$ cat src/irqrt_pkg.sv
/*
 * irqrt_pkg: constants and types for the interrupt input routing front end.
 * assumes: one clock domain, synchronous active-high reset, 24 interrupt inputs.
 */
package irqrt_pkg;
  // ****************************************************************
  // sizes and indices
  // ****************************************************************
  localparam int unsigned IRQRT_NUM_INPUTS  = 24;
  localparam int unsigned IRQRT_ENTRY_W     = 5;
  localparam logic [4:0]  IRQRT_DUAL_ENTRY  = 5'h17;  // last input, dual role
  localparam logic [4:0]  IRQRT_SHARED_LO   = 5'h10;  // shared inputs, first
  localparam logic [4:0]  IRQRT_SHARED_HI   = 5'h13;  // shared inputs, last
  localparam int unsigned IRQRT_SYNC_STAGES = 2;

  // ****************************************************************
  // reset values and delivery modes
  // ****************************************************************
  localparam logic [7:0] IRQRT_VECTOR_RST = 8'h00;
  localparam logic [2:0] IRQRT_MODE_RST   = 3'h0;
  localparam logic [2:0] IRQRT_MODE_SMI   = 3'h2;  // system-management delivery

  // ****************************************************************
  // per-entry configuration, supplied by the redirection table
  // ****************************************************************
  typedef struct packed {
    logic       mask;          // 1 = entry masked
    logic       level_trig;    // 1 = level, 0 = edge
    logic       active_low;    // 1 = input asserted when low
    logic [2:0] delivery_mode; // message type
    logic [7:0] vector;        // interrupt vector
  } irqrt_entry_cfg_t;

  // message handed to the bus message engine
  typedef struct packed {
    logic [4:0] entry;
    logic [2:0] delivery_mode;
    logic [7:0] vector;
  } irqrt_msg_t;
endpackage : irqrt_pkg

$ cat src/irqrt_router.sv
/*
 * irqrt_router: synchronises the interrupt inputs, detects edges and levels
 * per redirection entry, picks one pending entry at a time for the message
 * engine, and routes the dual-role last input to the open-drain pass-through.
 * assumes: redirection entry contents arrive as ports; message engine gives
 * a ready handshake; inputs may be asynchronous to clk_in.
 */
// Functional notes
// RULE1 - each input pin n feeds redirection entry n, for pins 0 to 23.
// RULE2 - entry 23 unmasked: input 23 delivered as an ordinary interrupt message.
// RULE3 - entry 23 masked: input 23 level passed to open-drain pass-through output.
// RULE4 - entry 23 unmasked: deliver programmed message, never drive pass-through output.
// RULE5 - inputs 16 to 19 delivered with the vector programmed in their entry.
// RULE6 - every input synchronised to the clock before edge or level detection.
`timescale 1ns/1ns
module irqrt_router
  import irqrt_pkg::*;
#(
  parameter int unsigned NUM_INPUTS = IRQRT_NUM_INPUTS
) (
  input  wire logic                               clk_in,
  input  wire logic                               srst_in,
  input  wire logic                               ce_in,
  input  wire logic [NUM_INPUTS-1:0]              irq_in,
  input  wire irqrt_entry_cfg_t [NUM_INPUTS-1:0]  entry_cfg_in,
  input  wire logic                               msg_ready_in,
  output logic                                    msg_valid_out,
  output irqrt_msg_t                              msg_out,
  output logic                                    sysmgmt_passthrough_out_n,
  output logic                                    sysmgmt_passthrough_oe_out
);
  // ****************************************************************
  // input synchroniser and edge history
  // ****************************************************************
  logic [NUM_INPUTS-1:0] sync1_q, sync1_d;
  logic [NUM_INPUTS-1:0] sync2_q, sync2_d;
  logic [NUM_INPUTS-1:0] hist_q,  hist_d;
  logic [NUM_INPUTS-1:0] pend_q,  pend_d;
  logic [NUM_INPUTS-1:0] asserted;
  logic [NUM_INPUTS-1:0] grant;
  logic                  launch;
  logic [4:0]            sel;
  logic                  any_pend;

  // two stages, first stage read only by the second
  always_comb begin
    sync1_d = irq_in;   // RULE6
    sync2_d = sync1_q;  // RULE6
    hist_d  = sync2_q;
  end

  always_ff @(posedge clk_in) begin
    if (srst_in) begin
      sync1_q <= '0;
      sync2_q <= '0;
      hist_q  <= '0;
    end else if (ce_in) begin
      sync1_q <= sync1_d;
      sync2_q <= sync2_d;
      hist_q  <= hist_d;
    end
  end

  // ****************************************************************
  // per-entry detection, pin n drives entry n
  // ****************************************************************
  genvar gi;
  generate
    for (gi = 0; gi < NUM_INPUTS; gi++) begin : g_entry
      logic prev_asserted;
      // polarity applied after synchronisation
      assign asserted[gi]  = sync2_q[gi] ^ entry_cfg_in[gi].active_low;  // RULE1
      assign prev_asserted = hist_q[gi] ^ entry_cfg_in[gi].active_low;
      // new edge wins over the grant that clears it in the same cycle
      always_comb begin
        if (entry_cfg_in[gi].mask) begin
          pend_d[gi] = 1'b0;  // RULE2
        end else if (entry_cfg_in[gi].level_trig) begin
          pend_d[gi] = asserted[gi];
        end else begin
          pend_d[gi] = (asserted[gi] & ~prev_asserted) | (pend_q[gi] & ~grant[gi]);
        end
      end
    end
  endgenerate

  always_ff @(posedge clk_in) begin
    if (srst_in) begin
      pend_q <= '0;
    end else if (ce_in) begin
      pend_q <= pend_d;
    end
  end

  // ****************************************************************
  // selection of the lowest pending entry
  // ****************************************************************
  always_comb begin
    sel      = 5'h00;
    any_pend = 1'b0;
    for (int i = NUM_INPUTS - 1; i >= 0; i--) begin
      if (pend_q[i] && !entry_cfg_in[i].mask) begin
        sel      = 5'(i);
        any_pend = 1'b1;
      end
    end
    launch = ce_in && any_pend && (!msg_valid_out || msg_ready_in);
    grant  = '0;
    if (launch) begin
      grant[sel] = 1'b1;
    end
  end

  // ****************************************************************
  // message register toward the bus engine
  // ****************************************************************
  logic       msg_valid_d;
  irqrt_msg_t msg_d;

  always_comb begin
    msg_valid_d = msg_valid_out;
    msg_d       = msg_out;
    if (launch) begin
      msg_valid_d         = 1'b1;
      msg_d.entry         = sel;                              // RULE1
      msg_d.vector        = entry_cfg_in[sel].vector;         // RULE5
      msg_d.delivery_mode = entry_cfg_in[sel].delivery_mode;  // RULE4
    end else if (msg_ready_in) begin
      msg_valid_d = 1'b0;
    end
  end

  always_ff @(posedge clk_in) begin
    if (srst_in) begin
      msg_valid_out <= 1'b0;
      msg_out       <= '{entry: 5'h00, delivery_mode: IRQRT_MODE_RST, vector: IRQRT_VECTOR_RST};
    end else if (ce_in) begin
      msg_valid_out <= msg_valid_d;
      msg_out       <= msg_d;
    end
  end

  // ****************************************************************
  // dual-role last input: open-drain pass-through
  // ****************************************************************
  logic pass_n_d, pass_oe_d;
  logic dual_mask;
  assign dual_mask = entry_cfg_in[IRQRT_DUAL_ENTRY].mask;

  // pull low only while masked and the request is low
  always_comb begin
    pass_oe_d = dual_mask && !sync2_q[IRQRT_DUAL_ENTRY];  // RULE3 RULE4
    pass_n_d  = !pass_oe_d;                               // RULE3
  end

  always_ff @(posedge clk_in) begin
    if (srst_in) begin
      sysmgmt_passthrough_out_n  <= 1'b1;
      sysmgmt_passthrough_oe_out <= 1'b0;
    end else if (ce_in) begin
      sysmgmt_passthrough_out_n  <= pass_n_d;
      sysmgmt_passthrough_oe_out <= pass_oe_d;
    end
  end
endmodule : irqrt_router

$ cat config.mk
export PLATFORM = sky130hd
export DESIGN_NAME = irqrt_router
export DESIGN_NICKNAME = d
export VERILOG_FILES = /design/src/irqrt_pkg.sv /design/src/irqrt_router.sv
export SDC_FILE = /design/constraint.sdc
export NUM_CORES = 1
export LEC_CHECK = 0
export ABC_AREA = 0
export BUFFER_PORTS_ARGS = -buffer_cell sky130_fd_sc_hd__buf_4
export CAP_MARGIN = 10
export CORE_AREA = 5 5 144 146
export DETAILED_ROUTE_END_ITERATION = 7
export DIE_AREA = 0 0 149 151
export PLACE_DENSITY = 0.73
export SLEW_MARGIN = 40
export SYNTH_ARGS = -nofsm -noshare
export SYNTH_HDL_FRONTEND = slang
export SYNTH_SLANG_ARGS = --single-unit
export TNS_END_PERCENT = 5
$ cat constraint.sdc
create_clock -name clk_in -period 7.2 [get_ports clk_in]
set_clock_uncertainty 0.05 [all_clocks]
set_input_delay 1.44 -clock clk_in [delete_from_list [all_inputs] [get_ports clk_in]]
set_output_delay 1.44 -clock clk_in [all_outputs]
set_load 0.01 [all_outputs]
### Yosys cells after proc, flatten, opt, wreduce, memory -nomap -nowiden

Index checks and enable logic that the tools add are counted.

| cells by class | value |
|---|---|
| $add $sub $neg | 0 |
| $mul | 0 |
| div/mod/pow operators | 0 |
| magnitude comparators | 2 |
| eq/ne operators | 0 |
| shifts and indexed selects | 0 |
| muxes and demuxes | 103 |
| bitwise operators | 168 |
| reduce and logical (&&, ||, !) cells | 59 |

Operators with widths:

| operator | count |
|---|---|
| $mux W5 | 24 |
| $mux W1 | 75 |
| $bmux W14 S5 | 1 |
| $and A1 B1 Y1 | 48 |
| $not A1 Y1 | 48 |
| $xor A1 B1 Y1 | 48 |
| $logic_and A1 B1 Y1 | 28 |
| $logic_not A1 Y1 | 27 |
| $mux W24 | 1 |
| $or A1 B1 Y1 | 24 |
| $mux W11 | 1 |
| $lt A5 B6 Y1 const B | 1 |
| $demux W1 S5 | 1 |
| $ge A5 B1 Y1 const B | 1 |
| $reduce_and A2 Y1 | 2 |
| $reduce_bool A2 Y1 | 1 |
| $logic_or A1 B1 Y1 | 1 |

| word-level totals | value |
|---|---|
| flip-flop bits (word level) | 115 |
| latch bits | 0 |
| bits in writable memories | 0 |
| ROM bits | 0 |
| input bits | 364 |
| memories kept | 0 |

### Longest topological paths before layout

Gate-level depths: netlist (run 1).

| logic depth | value |
|---|---|
| word-level depth | 36 |
| mapped depth | 11 |
| depth with buffers taken out | 9 |

### Worst setup path after synthesis (run 1)

Ideal clock, no wire load.

| timing path | value |
|---|---|
| kind | input to register |
| from | input port entry_cfg_in[167] in the netlist's numbering |
| to | register msg_out[3] in the netlist's numbering |
| data arrival time | 3.412 ns |
| required time | 7.011 ns |
| slack | 3.599 ns |
| stages | 10 |
| buffers on the path | 1 |
| cell sequence | nand2b_1 -> o21ai_1 -> a21oi_1 -> a21boi_4 -> nor2_8 -> o31a_1 -> buf_2 -> o211a_2 -> a2111oi_2 -> a311oi_1 |

| on the way | value |
|---|---|
| word-level cells in the longest chain between the ends | 17 |

RTL lines:

| item | RTL line | text |
|---|---|---|
| start: declaration | irqrt_router.sv:25 | `input wire irqrt_entry_cfg_t [NUM_INPUTS-1:0] entry_cfg_in,` |
| $logic_not A1 Y1 (*) | irqrt_router.sv:102 | `if (pend_q[i] && !entry_cfg_in[i].mask) begin` |
| $logic_and A1 B1 Y1 (*) | irqrt_router.sv:102 |  |
| parallel branches: the longest is 15 deep, another holds $mux W5 | - |  |
| end signal: assignment | irqrt_router.sv:136 | `msg_out <= '{entry: 5'h00, delivery_mode: IRQRT_MODE_RST, vector: IRQRT_VECTOR_RST};` |
| end signal: assignment | irqrt_router.sv:139 | `msg_out <= msg_d;` |
| end: declaration | irqrt_router.sv:28 | `output irqrt_msg_t msg_out,` |

Every way passes the cells marked *. The select of a mux whose other input is x is not followed.
A chain may end at the register's enable or synchronous reset.

### Worst setup path after layout (run 1)

| timing path | value |
|---|---|
| from | input port entry_cfg_in[223] in the netlist's numbering |
| to | register msg_out[4] in the netlist's numbering |

| on the way | value |
|---|---|
| word-level cells in the longest chain between the ends | 21 |

RTL lines:

| item | RTL line |
|---|---|
| $logic_not A1 Y1 (*) | irqrt_router.sv:102 |
| $logic_and A1 B1 Y1 (*) | irqrt_router.sv:102 |
| parallel branches: the longest is 19 deep, another holds $mux W5 | - |

Marks and branches as above.

==> summary.txt, run 1 <==
Outcome
  • Status: completed

Timing
  • Max Freq: around 220 MHz
  • Slew margin rel.: 40.2%
  • Final Setup Violations: 0
  • Fin. max-slew vios: 0
  • Fraction of the cycle the final worst path needs: 62.2%
  • Min Tclk post-route: 4480 ps
  • RSZ-0062 raised after global routing: false
  • Final Hold Viols: 0
  • Final WS setup: 2720 ps
  • Least-Margin Pin Slew: 891 ps
  • TNS Setup: 0 ps

Synthesis
  • Share of synthesized cell area in and, or, nand and nor gates: 21.3%
  • Largest family of logic cells by synthesized area: compound AO/OA/AOI/OAI gates
  • Syn_nets: 1378
  • Post-synthesis cell type count: 73
  • Post-Synth XOR/XNOR Area: less than 1%
  • Post-synth top flop: dfxtp_1
  • Post-Synth Adder-Cell Area: 0%
  • Synth top area cells: dfxtp_1 29%, mux2i_1 18%, nor2_1 5.6%
  • Cell taking the most area after synthesis: dfxtp_1
  • Syn Inst Count: between 1000 and 1500
  • Mux contribution to synthesized area: between 10% and 20%
  • Number of synthesized flops with an enable pin: 0
  • Synth Warn #: 0
  • FF+latch count, synth: 115
  • FFs w/ async S/R, synth: 0%
  • Compound-Gate Fraction of Synth Area: 26.3%
  • Post-Syn Area: 8050 sq um
  • Share of the synthesized area in the top cell type: between 20 and 30%
  • Post-synthesis sequential area ratio: 28.6%
  • Mean area per synthesized cell: slightly below 8 sq um

GRT
  • Global-route wire length before repair: 51800 um
  • Initial antenna violation count: 5
  • Total GRT Usage: ~30%
  • Global route overflow: 0
  • Vias in the first global route: 9264
  • Largest net degree at the start of global routing: 66

Power and ir drop
  • Switching share of power: 32.5%
  • P_leak: 5.37 nW
  • Comb power frac: between 30% and 40%
  • NetSw: between 0.7 and 0.8 mW
  • Sequential share of power: 30.4%
  • VDD IR max: ~0.21 mV
  • PD cells: 196 nW/um^2
  • Power Total: 2.28 mW
  • Clk pwr share: 36.8%
  • Total internal power: around 1.5 mW

Die
  • Die area: 22500 sq um
  • Row count: 51
  • Chip height: roughly 150 um
  • Number of I/O pins: 383
  • Starting Density: 41.8%
  • Die Span X: 149 um
  • Core area: slightly below 20000 sq um

Layout
  • Share of cells above drive strength 1: 33.1%
  • Layout area overhead: 44.6%
  • Final #Nets: 1727
  • Final Instance Count excl. Fillers: 1642
  • FILL cells: 1819

Routing
  • DRC violations left: 0
  • First-pass detailed-route iteration total: 5
  • Routed wire length: 35600 um
  • Starting DRC count in detailed routing: 412
  • Drt wl/cell: 21.7 um
  • DR vias/cell: 5.62
  • Vias: 9232
  • ANT nets after route: 0

Placed design
  • Port bufs: 382
  • DP Worst Slack: 2370 ps
  • Final HPWL from detailed placement: 28800 um
  • DP Cell Count: 1609
  • Gpl congestion: 0.961

Setup path
  • Critical path capture point type: flip-flop
  • Critical Path RT: 7420 ps
  • CP startpoint kind: primary input
  • Worst EP arrival: 4700 ps
  • Setup CP Type: primary input to flip-flop
  • CP max FO: 26

CTS
  • Clk sink count: 115
  • Clock root buffer: clkbuf_16
  • Worst-path clk slew: 50 ps
  • CTS tree: done
  • H-Tree Depth: 4
  • CTS-repair resized insts: 0
  • Setup repair bufs after CTS: 0
  • Hold_buf cts: 0
  • Clock Latency Late Sink: 420 ps
  • CTS Buffer Depth: 2
  • Total CTS buffers: 17

Min path
  • Min-delay worst type: flip-flop to flip-flop

Flow run
  • Max-Cap Viols: 0
-- sequential cells by signal, summed over array words and instances, names as in the netlist --
register / count
hist_d: 24
hist_q: 24
msg_out: 16
msg_valid_out: 1
pend_q: 24
sync1_q: 24
sysmgmt_passthrough_oe_out: 1
sysmgmt_passthrough_out_n: 1
-- worst max-delay path: stages --
cell and delay (ps):
buf_4 120, nand2b_1 220, a21boi_1 220, o2111ai_1 220, o21ai_4 330, nand2_2 430
buf_4 440, or3_1 600, o221ai_1 290, o32a_1 240, a311oi_1 100
-- cell type report --
cell class / instances / area, sq um / area share, %
multi-input cells: 821 / 5420 / 46.6
repair buffers: 390 / 2930 / 25.1
flip-flops and latches: 115 / 2300 / 19.8
clock buffers: 21 / 460 / 3.96
well taps: 265 / 332 / 2.85
clock inverters: 11 / 129 / 1.11
inverters: 18 / 67.6 / 0.581
diodes: 1 / 2.50 / 0.0215
-- placed cells by master, fill, tap and decap left out, types with 10 or more instances in the layout --
cell type | netlist | layout
o22ai_1 | 18 | 18
nor2b_1 | 15 | 15
o21bai_1 | 11 | 11
o21ai_0 | 52 | 52
nand2b_1 | 53 | 53
mux2i_1 | 146 | 146
nor2_1 | 119 | 118
nand3_1 | 19 | 19
inv_1 | 18 | 18
clkbuf_16 | 0 | 17
a211oi_1 | 11 | 11
a21oi_1 | 79 | 79
buf_4 | 3 | 389
a311oi_1 | 16 | 16
o221ai_1 | 10 | 10
a31oi_1 | 13 | 13
nand2_1 | 111 | 111
dfxtp_1 | 115 | 115
-- synth_stat cells (11+ instances only) --
library cell / n
o21ai_0: 52
nor2_1: 119
a311oi_1: 16
nand2_1: 111
o22ai_1: 18
o21bai_1: 11
dfxtp_1: 115
buf_2: 18
inv_1: 18
nand2b_1: 53
a21oi_1: 79
a31oi_1: 13
clkbuf_1: 30
mux2i_1: 146
nor2b_1: 15
a211oi_1: 11
nand3_1: 19
-- cell families (layout without fill, tap and decap cells) --
| family | count (synthesis) | after routing |
|---|---|---|
| AOI/OAI and AO/OA | 302 | 302 |
| buffers and inverters | 78 | 440 |
| muxes | 152 | 152 |
| DFF | 115 | 115 |
| xor gates and xnor gates | 5 | 5 |
| and+or+nand+nor | 362 | 362 |
| other | 0 | 1 |
-- power groups by stage --
| stage | Combinational, mW | Sequential (mW) | Clock (mW) |
|---|---|---|---|
| 6_report | 0.749 | 0.693 | 0.838 |
| 5_1_grt | 0.803 | 0.696 | 0.889 |
| 4_1_cts | 0.745 | 0.692 | 0.854 |
| 3_5_place_dp | 0.742 | 0.706 | 0 |
| 3_3_place_gp | 0.735 | 0.704 | 0 |
| 2_1_floorplan | 0.426 | 0.706 | 0 |
-- metrics by stage --
stage	hold WS [ps]	utilization (%)	area (sq um)
2_1_floorplan	395	-	8050
3_3_place_gp	400	57.3	11000
3_5_place_dp	407	57.3	11000
4_1_cts	418	60.4	11600
5_1_grt	447	60.4	11600
6_report	413	60.4	11600
-- path summary, 6_finish.rpt --
path / slack (ps) / to / startpoint / depth (start not counted)
setup / recovery: 2720 / msg_out[4]$_SDFFE_PP0P_ / entry_cfg_in[223] / 11
hold / removal: 410 / msg_out[11]$_SDFFE_PP0P_ / msg_out[11]$_SDFFE_PP0P_ / 2
setup reg to reg: 3510 / msg_out[4]$_SDFFE_PP0P_ / pend_q[22]$_SDFFE_PP0P_ / 10
hold reg to reg: 410 / msg_out[11]$_SDFFE_PP0P_ / msg_out[11]$_SDFFE_PP0P_ / 2
-- metal layers --
metal	track usage [%]	vias up	share of wire [%]
li1	-	4430	-
met1	32.4	4302	37
met5	0	-	0.13
met4	12.6	8	4.4
met2	54.3	402	50
met3	9.52	90	8.6
Power figures use the tool's default switching activity.
==> run 2, diff against run 1 <==
--- a/config.mk
+++ b/config.mk
@@ -8,10 +8,10 @@
 export ABC_AREA = 0
 export BUFFER_PORTS_ARGS = -buffer_cell sky130_fd_sc_hd__buf_4
 export CAP_MARGIN = 10
-export CORE_AREA = 5 5 144 146
+export CORE_AREA = 5 5 147 149
 export DETAILED_ROUTE_END_ITERATION = 7
-export DIE_AREA = 0 0 149 151
-export PLACE_DENSITY = 0.73
+export DIE_AREA = 0 0 152 154
+export PLACE_DENSITY = 0.74
 export SLEW_MARGIN = 40
 export SYNTH_ARGS = -nofsm -noshare
 export SYNTH_HDL_FRONTEND = slang
==> constraint.sdc (replaced) <==
create_clock -name clk_in -period 3.63 [get_ports clk_in]
set_clock_uncertainty 0.05 [all_clocks]
set_input_delay 0.726 -clock clk_in [delete_from_list [all_inputs] [get_ports clk_in]]
set_output_delay 0.726 -clock clk_in [all_outputs]
set_load 0.01 [all_outputs]
==> run 2 against run 1 <==
Clock-buffer cell count is 1 lower. Power up 100%. Register-to-register slack got worse by 3000 ps. Critical path type unchanged. Cell count increased by 2.5%. First-iteration DRC count up 53%. Sequential cell count is the same. Worst setup slack worse by 2300 ps. Critical path depth stayed put. Design area up 2.4%. Critical endpoint is now msg_out[5]$_SDFFE_PP0P_. Die area is 4.0% higher. Combinational power increased by 110%. Highest routed layer unchanged. Largest cell class unchanged.
==> summary.txt, run 2 (synthesis results as in run 1) <==
CTS
  • Total CTS buffers: 17 (unchanged)
  • Worst-path clk slew: 60 ps (about the same)
  • CTS tree: done
  • Clk sink count: 115 (unchanged)
  • Setup repair bufs after CTS: 0 (unchanged)
  • H-Tree Depth: 4 (unchanged)
  • CTS-repair resized insts: 0 (unchanged)
  • Clock Latency Late Sink: 430 ps (about the same)
  • Clock root buffer: clkbuf_16
  • CTS Buffer Depth: 2 (unchanged)
  • Hold_buf cts: 0 (unchanged)

Timing
  • Final Hold Viols: 0 (unchanged)
  • TNS Setup: 0 ps (unchanged)
  • Fin. max-slew vios: 0 (unchanged)
  • Final Setup Violations: 0 (unchanged)
  • Max Freq: ~310 MHz
  • Slew margin rel.: 47.2% (+7.0 points)
  • Min Tclk post-route: 3190 ps
  • Fraction of the cycle the final worst path needs: between 80% and 90%
  • Least-Margin Pin Slew: 791 ps (-99.5 ps)
  • RSZ-0062 raised after global routing: false

Die
  • Chip height: 154 um (+2.0%)
  • Number of I/O pins: 383 (unchanged)
  • Core area: 20000 sq um (+4.0%)
  • Row count: 52 (+2.0%)
  • Die area: 23400 sq um (+4.0%)
  • Die Span X: 152 um (+2.0%)
  • Starting Density: 40.2% (-1.6 points)

Routing
  • Routed wire length: 37200 um (+4.6%)
  • ANT nets after route: 0 (unchanged)
  • First-pass detailed-route iteration total: 5 (unchanged)
  • Starting DRC count in detailed routing: 631 (+53%)
  • Vias: 9398 (+1.8%)
  • DR vias/cell: 5.58 (-0.68%)
  • DRC violations left: 0 (unchanged)
  • Drt wl/cell: 22.1 um (+2.0%)

Layout
  • Final #Nets: 1764 (+2.1%)
  • Multi-input logic area: 5410 sq um (-0.12%)
  • Fin area: 11900 sq um (+2.4%)
  • Most frequent cells in the layout: 423 x buf_4, 146 x mux2i_1, 118 x nor2_1, 115 x dfxtp_1, 111 x nand2_1
  • Most common cell after layout, fill and taps aside: buf_4
  • FILL cells: 1872 (+2.9%)
  • Share of cells above drive strength 1: 34.7% (+1.7 points)
  • Layout area overhead: 48.1%
  • Antenna Diode Count: 0 (-1)
  • Util after Layout: 59.5% (-0.93 points)
  • Sequential cell area: 2300 sq um (unchanged)

Flow run
  • Max-Cap Viols: 0 (unchanged)

Power and ir drop
  • PD cells: 385 nW/um^2 (+96%)
  • Switching share of power: 33.6% (+1.1 points)
  • NetSw: 1.54 mW (+110%)
  • Comb power frac: 35.1% (+2.2 points)
  • Sequential share of power: 30.0% (-0.4 points)
  • VDD IR max: 0.347 mV (+66%)
  • Clk pwr share: 34.9% (-1.9 points)
  • Total internal power: 3.04 mW (+98%)
  • P_leak: 5.55 nW (+3.3%)

Setup path
  • Setup CP Type: primary input to flip-flop
  • CP startpoint kind: primary input
  • R2r startpoint: pend_q[22]$_SDFFE_PP0P_
  • Critical Path RT: 3920 ps (-3500 ps)
  • Critical path capture point type: flip-flop
  • CP max FO: 10 (-62%)
  • Worst EP arrival: 3480 ps (-1220 ps)
  • CP Launch Point: entry_cfg_in[321]

Outcome
  • Status: completed

Placed design
  • DP Area: 11400 sq um (+2.8%)
  • Port bufs: 382 (unchanged)
  • Gpl congestion: 0.981 (+2.1%)
  • Final HPWL from detailed placement: 30200 um (+5.2%)

GRT
  • Initial antenna violation count: 1 (-4)
  • Total GRT Usage: 30.1% (+0.079 points)
  • Global route overflow: 0 (unchanged)
  • Vias in the first global route: 9280 (+0.17%)
  • Largest net degree at the start of global routing: 72 (+9.1%)
  • Global-route wire length before repair: 55000 um (+6.2%)

Min path
  • HP Start: msg_out[11]$_SDFFE_PP0P_
  • Min-delay worst type: flip-flop to flip-flop
## run 2: per-layer routing
metal / vias to the layer above / wire length [um] / track usage, %
met5: - / 20 / 0
li1: 4522 / - / -
met1: 4426 / 14100 / 34.0
met4: 2 / 998 / 10.0
met2: 389 / 19500 / 55.6
met3: 59 / 2670 / 7.22
## run 2: cell type report
cell class | count | share of cell area [%]
Multi-Input combinational cell | 821 | 45.4
Timing Repair Buffer | 427 | 27.2
Tap cell | 270 | 2.84
Clock buffer | 20 | 3.75
Inverter | 18 | 0.567
Clock inverter | 12 | 0.903
Sequential cell | 115 | 19.3
## run 2: final timing paths
check	end	slack, ps	cells after the start
worst min-delay path	msg_out[11]$_SDFFE_PP0P_	410	2
worst min register to register	msg_out[11]$_SDFFE_PP0P_	410	2
worst max-delay path	msg_out[5]$_SDFFE_PP0P_	440	11
worst max register to register	msg_out[5]$_SDFFE_PP0P_	510	10
## run 2: worst max-delay path, cell delays in order
cell,delay (ps)
buf_4,120
nor2b_1,230
o211ai_1,130
a311o_1,290
a31oi_1,270
o21a_1,450
nand3_1,480
o221ai_1,300
a211oi_1,110
buf_4,140
a311oi_1,220
## run 2: metrics by stage
stage	std cells	hold WS, ps	total power [mW]	setup WS, ps
2_1_floorplan	1014	395	2.25	743
3_3_place_gp	1650	395	2.98	149
3_5_place_dp	1650	401	2.99	84.8
4_1_cts	1682	408	4.60	504
5_1_grt	1683	434	4.79	113
6_report	1683	407	4.58	436
## run 2: power by group through the flow
stage	logic (mW)	registers, mW	clock network, mW
2_1_floorplan	0.845	1.40	0
4_1_cts	1.60	1.37	1.63
3_3_place_gp	1.59	1.40	0
5_1_grt	1.72	1.38	1.68
6_report	1.61	1.37	1.60
3_5_place_dp	1.59	1.40	0
